$ cat src/common/pcreg_map.svh
// register offsets, field positions and reset values of the processor control registers
`ifndef PCREG_MAP_SVH
`define PCREG_MAP_SVH

`define PCREG_OFS_FLAGS     16'hc000
`define PCREG_OFS_WBASE     16'hc002
`define PCREG_OFS_REV       16'hc004
`define PCREG_OFS_CDIV      16'hc008
`define PCREG_OFS_PWR       16'hc00a
`define PCREG_OFS_IEN       16'hc00e
`define PCREG_OFS_BKPT      16'hc014
`define PCREG_OFS_DIAG      16'hc03c

`define PCREG_FLAG_GIE      4
`define PCREG_FLAG_NEG      3
`define PCREG_FLAG_OVF      2
`define PCREG_FLAG_CRY      1
`define PCREG_FLAG_ZER      0
`define PCREG_FLAG_MASK     16'h001f

`define PCREG_WBASE_MASK    16'hfff0
`define PCREG_WBASE_RST     16'h0100
`define PCREG_CDIV_MASK     16'h000f
`define PCREG_CDIV_RST      4'hf
`define PCREG_REV_DEFAULT   16'h0a5c
`define PCREG_ZERO16        16'h0000

`endif

$ cat src/common/pcreg_pkg.sv
// types shared by the processor control register block
package pcreg_pkg;

   // live status from the cpu core
   typedef struct packed {
      logic gie;
      logic neg;
      logic ovf;
      logic cry;
      logic zer;
   } pcreg_flags_t;

   // working register address request and answer
   typedef struct packed {
      logic [3:0]  regnum;
      logic [15:0] ram_addr;
   } pcreg_wreg_t;

   // divider states
   typedef enum logic [0:0] {
      PCREG_DIV_RUN,
      PCREG_DIV_RELOAD
   } pcreg_div_state_t;

endpackage

$ cat src/rtl/pcreg_cpu_clkdiv.sv
// cpu clock enable divider, field n gives one pulse every n+1 cycles
`timescale 1ns/10ps
`include "pcreg_map.svh"
module pcreg_cpu_clkdiv
(
   // clock and reset
   input  wire logic       clk,
   input  wire logic       rstn,
   // divisor field
   input  wire logic [3:0] div,
   // cpu enable pulse
   output wire logic       cpu_ce
);
   logic [3:0]                   cnt_r;
   logic [3:0]                   cnt_nxt;
   pcreg_pkg::pcreg_div_state_t  st_r;
   pcreg_pkg::pcreg_div_state_t  st_nxt;
   wire                          hit;

   // pulse when counter reaches the divisor
   assign hit    = (cnt_r >= div);
   assign cpu_ce = hit;

   // next state and count
   always_comb
   begin
      cnt_nxt = cnt_r + 4'h1;
      st_nxt  = pcreg_pkg::PCREG_DIV_RUN;
      case (st_r)
         pcreg_pkg::PCREG_DIV_RUN:
         begin
            if (hit)
            begin
               cnt_nxt = 4'h0;
               st_nxt  = pcreg_pkg::PCREG_DIV_RELOAD;
            end
         end
         pcreg_pkg::PCREG_DIV_RELOAD:
         begin
            if (hit)
               cnt_nxt = 4'h0;
         end
         default:
            cnt_nxt = 4'h0;
      endcase
   end

   // counter register
   always_ff @(posedge clk)
   begin
      if (!rstn)
      begin
         cnt_r <= 4'h0;
         st_r  <= pcreg_pkg::PCREG_DIV_RUN;
      end
      else
      begin
         cnt_r <= cnt_nxt;
         st_r  <= st_nxt;
      end
   end
endmodule

$ cat src/rtl/pcreg_top.sv
// processor control register bank on a classic wishbone slave
//
// Our own choice: register access over Wishbone.
`timescale 1ns/10ps
`include "pcreg_map.svh"
module pcreg_top
#(
   parameter logic [15:0] REVISION = `PCREG_REV_DEFAULT // arbitrary value
)
(
   // clock and reset
   input  wire logic                      clk,
   input  wire logic                      rstn,
   // wishbone slave
   input  wire logic                      wb_cyc_i,
   input  wire logic                      wb_stb_i,
   input  wire logic                      wb_we_i,
   input  wire logic [15:0]               wb_adr_i,
   input  wire logic [1:0]                wb_sel_i,
   input  wire logic [15:0]               wb_dat_i,
   output logic      [15:0]               wb_dat_o,
   output logic                           wb_ack_o,
   output logic                           wb_err_o,
   // live cpu status
   input  wire pcreg_pkg::pcreg_flags_t   cpu_flags,
   // working register address generation
   input  wire logic [3:0]                wreg_num,
   output logic      [15:0]               wreg_ram_addr,
   // cpu clock enable and peripheral enable
   output wire logic                      cpu_ce,
   output wire logic                      periph_ce,
   // control register contents
   output logic      [15:0]               power_ctrl,
   output logic      [15:0]               irq_enables,
   output logic      [15:0]               bkpt_addr,
   output logic      [15:0]               diag_ctrl,
   output logic                           diag_wr
);
   logic [15:0] wbase_r;
   logic [3:0]  cdiv_r;
   logic [15:0] pwr_r;
   logic [15:0] ien_r;
   logic [15:0] bkpt_r;
   logic [15:0] diag_r;
   logic        diag_wr_r;
   logic [15:0] rdat_r;
   logic        ack_r;
   logic        err_r;
   logic [15:0] wreg_addr_r;
   wire  [15:0] wreg_addr_w;
   wire  [15:0] wmask;
   wire  [15:0] wdat;
   wire         req;
   wire         hit_flags;
   wire         hit_wbase;
   wire         hit_rev;
   wire         hit_cdiv;
   wire         hit_pwr;
   wire         hit_ien;
   wire         hit_bkpt;
   wire         hit_diag;
   wire         mapped;
   wire         wr;
   wire         rd_only;
   wire  [15:0] flags_word;
   wire  [15:0] rmux;

   // new request, not yet answered
   assign req = wb_cyc_i && wb_stb_i && !ack_r && !err_r;

   // address decode
   assign hit_flags = (wb_adr_i == `PCREG_OFS_FLAGS);
   assign hit_wbase = (wb_adr_i == `PCREG_OFS_WBASE);
   assign hit_rev   = (wb_adr_i == `PCREG_OFS_REV);
   assign hit_cdiv  = (wb_adr_i == `PCREG_OFS_CDIV);
   assign hit_pwr   = (wb_adr_i == `PCREG_OFS_PWR);
   assign hit_ien   = (wb_adr_i == `PCREG_OFS_IEN);
   assign hit_bkpt  = (wb_adr_i == `PCREG_OFS_BKPT);
   assign hit_diag  = (wb_adr_i == `PCREG_OFS_DIAG);
   assign mapped    = hit_flags | hit_wbase | hit_rev | hit_cdiv
                    | hit_pwr | hit_ien | hit_bkpt | hit_diag;
   assign rd_only   = hit_flags | hit_rev;
   assign wr        = req && wb_we_i && mapped && !rd_only;

   // byte lane mask and merged write data
   assign wmask = {{8{wb_sel_i[1]}}, {8{wb_sel_i[0]}}};

   // live flag word, reserved bits zero
   assign flags_word = {11'h000,
                        cpu_flags.gie,
                        cpu_flags.neg,
                        cpu_flags.ovf,
                        cpu_flags.cry,
                        cpu_flags.zer};
   assign wdat = wb_dat_i & wmask;

   // read mux, diagnostic is write-only and reads zero
   assign rmux = hit_flags ? (flags_word & `PCREG_FLAG_MASK) :
                 hit_wbase ? wbase_r :
                 hit_rev   ? REVISION :
                 hit_cdiv  ? {12'h000, cdiv_r} :
                 hit_pwr   ? pwr_r :
                 hit_ien   ? ien_r :
                 hit_bkpt  ? bkpt_r :
                 `PCREG_ZERO16;

   // bus answer, one cycle after the request
   always_ff @(posedge clk)
   begin
      if (!rstn)
      begin
         ack_r  <= 1'b0;
         err_r  <= 1'b0;
         rdat_r <= `PCREG_ZERO16;
      end
      else
      begin
         ack_r  <= req && mapped;
         err_r  <= req && !mapped;
         rdat_r <= (req && mapped && !wb_we_i) ? rmux : `PCREG_ZERO16;
      end
   end

   // window base, only bits 15..4 stored
   always_ff @(posedge clk)
   begin
      if (!rstn)
         wbase_r <= `PCREG_WBASE_RST;
      else if (wr && hit_wbase)
         wbase_r <= (wbase_r & ~wmask) | (wdat & `PCREG_WBASE_MASK);
   end

   // cpu speed field, low byte lane only
   always_ff @(posedge clk)
   begin
      if (!rstn)
         cdiv_r <= `PCREG_CDIV_RST;
      else if (wr && hit_cdiv && wb_sel_i[0])
         cdiv_r <= wb_dat_i[3:0];
   end

   // plain storage registers
   always_ff @(posedge clk)
   begin
      if (!rstn)
      begin
         pwr_r  <= `PCREG_ZERO16;
         ien_r  <= `PCREG_ZERO16;
         bkpt_r <= `PCREG_ZERO16;
      end
      else
      begin
         if (wr && hit_pwr)
            pwr_r <= (pwr_r & ~wmask) | wdat;
         if (wr && hit_ien)
            ien_r <= (ien_r & ~wmask) | wdat;
         if (wr && hit_bkpt)
            bkpt_r <= (bkpt_r & ~wmask) | wdat;
      end
   end

   // write-only diagnostic register and its strobe
   always_ff @(posedge clk)
   begin
      if (!rstn)
      begin
         diag_r    <= `PCREG_ZERO16;
         diag_wr_r <= 1'b0;
      end
      else
      begin
         diag_wr_r <= wr && hit_diag;
         if (wr && hit_diag)
            diag_r <= (diag_r & ~wmask) | wdat;
      end
   end

   // working register address, registered
   pcreg_wreg_addr u_wreg
   (
      .base     (wbase_r),
      .regnum   (wreg_num),
      .ram_addr (wreg_addr_w)
   );

   always_ff @(posedge clk)
   begin
      if (!rstn)
         wreg_addr_r <= `PCREG_WBASE_RST;
      else
         wreg_addr_r <= wreg_addr_w;
   end

   // cpu-only clock enable; peripherals keep the full rate
   pcreg_cpu_clkdiv u_div
   (
      .clk    (clk),
      .rstn   (rstn),
      .div    (cdiv_r),
      .cpu_ce (cpu_ce)
   );
   assign periph_ce = 1'b1;

   // outputs
   assign wb_dat_o      = rdat_r;
   assign wb_ack_o      = ack_r;
   assign wb_err_o      = err_r;
   assign wreg_ram_addr = wreg_addr_r;
   assign power_ctrl    = pwr_r;
   assign irq_enables   = ien_r;
   assign bkpt_addr     = bkpt_r;
   assign diag_ctrl     = diag_r;
   assign diag_wr       = diag_wr_r;
endmodule

$ cat src/rtl/pcreg_wreg_addr.sv
// working register ram address generator
`timescale 1ns/10ps
`include "pcreg_map.svh"
module pcreg_wreg_addr
(
   // window base
   input  wire logic [15:0] base,
   // register number
   input  wire logic [3:0]  regnum,
   // ram address
   output wire logic [15:0] ram_addr
);
   // shift number left, or with base, force lsb low
   assign ram_addr = (base & `PCREG_WBASE_MASK) | {11'h000, regnum, 1'b0};
endmodule

$ cat config.mk
export PLATFORM = sky130hd
export DESIGN_NAME = pcreg_top
export DESIGN_NICKNAME = d
export VERILOG_FILES = /design/src/common/pcreg_pkg.sv /design/src/rtl/pcreg_cpu_clkdiv.sv /design/src/rtl/pcreg_top.sv /design/src/rtl/pcreg_wreg_addr.sv
export VERILOG_INCLUDE_DIRS = /design/src /design/src/common
export SDC_FILE = /design/constraint.sdc
export NUM_CORES = 1
export LEC_CHECK = 0
export ABC_AREA = 1
export BUFFER_PORTS_ARGS = -buffer_cell sky130_fd_sc_hd__buf_2
export CAP_MARGIN = 10
export CORE_MARGIN = 5
export CORE_UTILIZATION = 53
export DETAILED_ROUTE_END_ITERATION = 10
export PLACE_DENSITY = 0.8
export REMOVE_ABC_BUFFERS = 1
export SETUP_SLACK_MARGIN = 0.2
export SYNTH_ARGS = -nofsm -noshare
export SYNTH_HDL_FRONTEND = slang
export SYNTH_SLANG_ARGS = --single-unit
export TNS_END_PERCENT = 100
$ cat constraint.sdc
create_clock -name clk -period 2.2 [get_ports clk]
set_input_delay 0.33 -clock clk [delete_from_list [all_inputs] [get_ports clk]]
set_output_delay 0.33 -clock clk [all_outputs]
set_load 0.01 [all_outputs]
[Yosys cells after proc, flatten, opt, wreduce, memory -nomap -nowiden]
Cells that the tools add are included.
Word-level totals
  bits in registers: 123
  input port bits: 48
  output and inout port bits: 101
  logic and storage cells: 77
Operators by class
  $add $sub $neg: 1
  magnitude comparators: 1
  equality and inequality tests: 8
  mux-type cells: 7
  bitwise operators: 23
  reduce and logical (&&, ||, !) cells: 24
Operators by type and width (number)
  == test 16 bit (second input constant): 8
  AND 16 bit: 6
  two-way mux 16 bit: 6
  bitwise OR 16 bit: 5
  logical AND 1 bit: 16
  inverter 16 bit: 1
  bitwise OR 16 x 5 -> 16 bit: 1
  bitwise OR 1 bit: 8
  logical NOT 1 bit: 5
  two-way mux 5 bit: 1
  adder 4 x 1 -> 4 bit (second input constant): 1
  >= comparator 4 bit: 1
  OR reduction 3 bit: 1
  inverter 1 bit: 2
  AND reduction 2 bit: 1
  OR reduction 2 bit: 1

[Logic depth before layout (Yosys ltp)]
  word-level depth: 12
  mapped depth: 14
  depth with buffers taken out: 12

[Cells and area by module]
From an unflattened synthesis, not the netlist that was laid out.
Second synthesis, totals
  cell total of the unflattened synthesis: 821
  area, all modules: 5735.5 um^2
By module, submodules not included
  pcreg_top: times used 1, cells an instance 768, area each 5321.4 um^2, seq. area each 2382.3 um^2
  pcreg_cpu_clkdiv: times used 1, cells an instance 34, area each 286.5 um^2, seq. area each 80.1 um^2
  pcreg_wreg_addr: times used 1, cells an instance 19, area each 127.6 um^2, seq. area each 0.0 um^2

[Worst setup path after synthesis]
Ideal clock, no wire load.
  kind: input to register
  start: input port wb_adr_i[11]
  end: register rdat_r[10], in the netlist wb_dat_o[10]
  library setup time: 0.117 ns
  arrival: 1.667 ns
  data required time: 2.083 ns
  slack: 0.417 ns
  cell stages on the path: 11
  path buffers: 3
  cells stage by stage: nor2_1 -> nand2_1 -> nor2_4 -> buf_4 -> nand3_1 -> buf_2 -> clkbuf_1 -> o21ai_0 -> nand2_1 -> a22oi_1 -> nor2_1
On the way
  word-level cells in the longest chain between the ends: 12
  elaborated cells between the ends (all ways): 25
  classes of those cells: eq/ne: 8; mux: 6; bitwise: 8; reduce/logical: 3
Ends and longest elaborated chain
  start: declaration: RTL line pcreg_top.sv:18  | input wire logic [15:0] wb_adr_i,
  == test 16 bit (no source line)
  bitwise OR 1 bit (3 in a row): RTL line pcreg_top.sv:80  | assign mapped = hit_flags | hit_wbase | hit_rev | hit_cdiv
  bitwise OR 1 bit (4 in a row): RTL line pcreg_top.sv:81  | | hit_pwr | hit_ien | hit_bkpt | hit_diag;
  logical AND 1 bit (2 in a row): RTL line pcreg_top.sv:120  | rdat_r <= (req && mapped && !wb_we_i) ? rmux : `PCREG_ZERO16;
  inverter 1 bit (no source line)
  OR reduction 3 bit (no source line)
  end signal: assignment: RTL line pcreg_top.sv:114  | rdat_r <= `PCREG_ZERO16;
  end signal: assignment: RTL line pcreg_top.sv:120
  end: declaration: RTL line pcreg_top.sv:46  | logic [15:0] rdat_r;
Parallel ways exist; a longest one is shown, timed or not.
A chain may end at the register's enable or synchronous reset.

[Final worst setup path]
  start: register u_div.cnt_r[1]
  end: output port cpu_ce
On the way
  word-level cells in the longest chain between the ends: 1
Ends and longest elaborated chain
  start: declaration: RTL line pcreg_cpu_clkdiv.sv:14  | logic [3:0] cnt_r;
  start signal: assignment: RTL line pcreg_cpu_clkdiv.sv:58  | cnt_r <= cnt_nxt;
  >= comparator 4 bit: RTL line pcreg_cpu_clkdiv.sv:21  | assign hit = (cnt_r >= div);
  end: declaration: RTL line pcreg_top.sv:30  | output wire logic cpu_ce,
No other way between the ends.

==> qor.txt <==
Drt drc -> 0
Post-layout min period -> 2050 ps
Worst reg2reg path depth -> 12
Reg2reg end -> u_div.cnt_r[2]
WL met2 -> 7310 um
Fmax -> 488 MHz
Clock Skew -> 6.23 ps
HP Class -> input pin to register
Global-route wire length before repair -> 25,900 um
Die height -> 112 um
Reg2reg start -> u_div.cnt_r[1]
Most common library cell in the layout ignoring fill and taps -> nand2_1
Met1 Wirelength -> 6910 um
Placed insts -> 1,053
Area after DPL -> 6470 um2
Post-route antenna net violation count -> 0
Layout cells sized above 1 -> 25.8%
Synthesized instance count -> 782
R2R Setup Slk -> 210 ps
Leak Pwr -> 0.00395 uW
Finished Layout Cells -> 1,097
Sw Ratio -> 21.2%
Die Footprint -> 12,600 um2
Worst-Skew Late Latency -> 520 ps
Slew Limit Fails -> 0
Width of the die -> 112 um
Status -> completed
Crit. End Element -> output pin
Combinational group share of total power -> 4.0%
Top layer in use -> met4
Vias/cell -> 5.10
Crit Path Class -> register to output pin
Synth Register Bits -> 122
Ports -> 149
Fin crit share -> 93.1%
Fin area -> 7230 um2
Util after Layout -> 70.4%
Peak VDD IR -> 0.475 mV
CTS buffer count -> 17
P_int -> 4070 uW
Total global-route track usage -> 25.4%
Gr ovfl total -> 0
Final hold vios -> 0
Via Count -> 5,595
Setup WS post-layout -> 153 ps
Synth cell types -> 36
Synth top area share -> 44.0%
Least-Margin Pin Slew -> 585 ps
Max FO, Critical Path -> 3
Setup TNS -> 0 ps
Clock Tree Buf Depth -> 2
Layout net count -> 1,001
Diodes inserted -> 0
CTS Sinks -> 122
RSZ-0062 raised after global routing -> true
Initial Util -> 54.1%
CTS tree -> built
Syn Area/Cell -> 7.10 um2
Clock group share of total power -> 52.8%
Syn Std Cell Area -> 5560 um2
CP Data Required Time -> 1870 ps
Setup Viol. Count Final -> 0
DP HPWL -> 11,200 um
P_sw -> 1090 uW
Most frequent cells in the layout -> nand2_1 (193), nor2_1 (156), buf_2 (146)
FP Rows -> 37
Fillers -> 871
RD Place Congestion -> 0.895
CP startpoint kind -> register
WL met3 -> 1630 um
EDFF count, synth -> 0
Initial antenna violation count -> 0
DRT iter0 DRCs -> 480
Register area share after synthesis -> 44.0%
Syn. warnings -> 0
Largest net degree at the start of global routing -> 83
WHS Endpoint -> wb_dat_o[2]
PortBufs -> 146
Pre-CTS setup slack -> 65.6 ps
Hold path depth -> 3
Worst Hold Launch -> cpu_flags[2]
Power per cell area -> 713 nW/um2
Async S/R FF share, synth -> 0%
MaxCap Viol Count -> 0
Vias in the first global route -> 5,213
CTS root buffer -> clkbuf_8
Synth area leader -> dfxtp_1
Dominant cells by area after synthesis -> dfxtp_1 (44%), nand2_1 (13%), nor2_1 (11%)
Clock-pin transition on the worst setup and hold timing paths -> 50 ps
H-tree lvl count -> 4
Crit path DAT -> 1720 ps
Drt first pass iters -> 6
Rel. slew slack -> 61.0%
Routed WL per cell -> 14.8 um
Share of power burned in registers -> 43.2%
Core outline area -> 10,300 um2
Ys flop type -> dfxtp_1
Layout area overhead -> 30.2%
Final WL -> 16,300 um
## power groups by stage
stage | Clock, uW | Sequential (uW) | Combinational (uW)
final | 2720 | 2230 | 209
after global routing | 2850 | 2230 | 227
after CTS | 2750 | 2230 | 198
after detailed placement | 0 | 2270 | 189
after global placement | 0 | 2270 | 188
after floorplan | 0 | 2270 | 53.7
## critical path, cell delays in order, from the launching register on
cell      delay (ps)
dfxtp_4          360
ha_4             240
inv_2             50
nor2_2            30
o211ai_1         250
nand3_1          110
buf_2            160
## synth_stat cells (2+ instances only)
cell type	count
a21oi_1	35
a22oi_1	6
buf_2	5
buf_4	3
buf_6	3
clkbuf_1	18
conb_1	2
dfxtp_1	122
ha_1	5
inv_1	91
inv_2	6
nand2_1	193
nand3_1	44
nand3_2	4
nand3_4	2
nand4_1	5
nand4_2	5
nand4_4	9
nor2_1	157
nor2_2	3
nor2_4	3
nor3_1	2
o211ai_1	3
o21ai_0	38
o21bai_1	2
o22ai_1	4
or2_2	3
## how the worst max path moves through the flow
stage | endpoint | start | cells past startpoint | slack [ps]
global route | cpu_ce | cdiv_r[1] | 7 | 80
CTS | cpu_ce | cdiv_r[2] | 5 | 230
floorplan | register | wb_adr_i[7] | 10 | 5
global placement | wb_dat_o[11] | wb_adr_i[7] | 12 | 130
detailed placement | register | wb_adr_i[7] | 12 | 70
finish | cpu_ce | u_div.cnt_r[1] | 6 | 150
## stage by stage
| stage | power, uW | hold WS, ps |
|---|---|---|
| 3_3_place_gp | 2460 | 418 |
| 2_1_floorplan | 2330 | 407 |
| 3_5_place_dp | 2460 | 420 |
| 5_1_grt | 5300 | 34.3 |
| 4_1_cts | 5170 | 23.0 |
| 6_report | 5160 | 34.6 |
## final cells by class
cell class / instances / area, um2 / share of cell area [%]
tap: 136 / 170 / 2.35
inverter: 97 / 364 / 5.03
timing repair buffer: 177 / 1010 / 14.0
sequential: 122 / 2450 / 33.9
clock inverter: 8 / 118 / 1.63
clock buffer: 24 / 460 / 6.37
multi-input combinational: 533 / 2660 / 36.7
## logic make-up after synthesis
| family | after synthesis | share of synthesized area [%] |
|---|---|---|
| AND/OR/NAND/NOR | 433 | 36.2 |
| buffers and inverters | 127 | 9.30 |
| flip-flops | 122 | 44.0 |
| AO/OA/AOI/OAI | 91 | 8.92 |
| adder cells (fa/ha/maj) | 5 | 1.13 |
| XOR/XNOR | 2 | 0.315 |
| other | 2 | 0.135 |
## layer usage
| metal | GRT usage, % | up-vias |
|---|---|---|
| met4 | 9.86 | 0 |
| met5 | 0 | - |
| met3 | 7.39 | 36 |
| met1 | 33.8 | 2493 |
| met2 | 39.2 | 280 |
| li1 | - | 2786 |
## repair_timing
action	CTS	global route
endpoints found under the setup margin	1	19
resized for setup	6	12
hold buffers	3	0
buffers inserted	7	2
endpoints found under the hold margin	3	0
pin swaps	3	3
No activity file was read; power rests on OpenSTA's default activity.
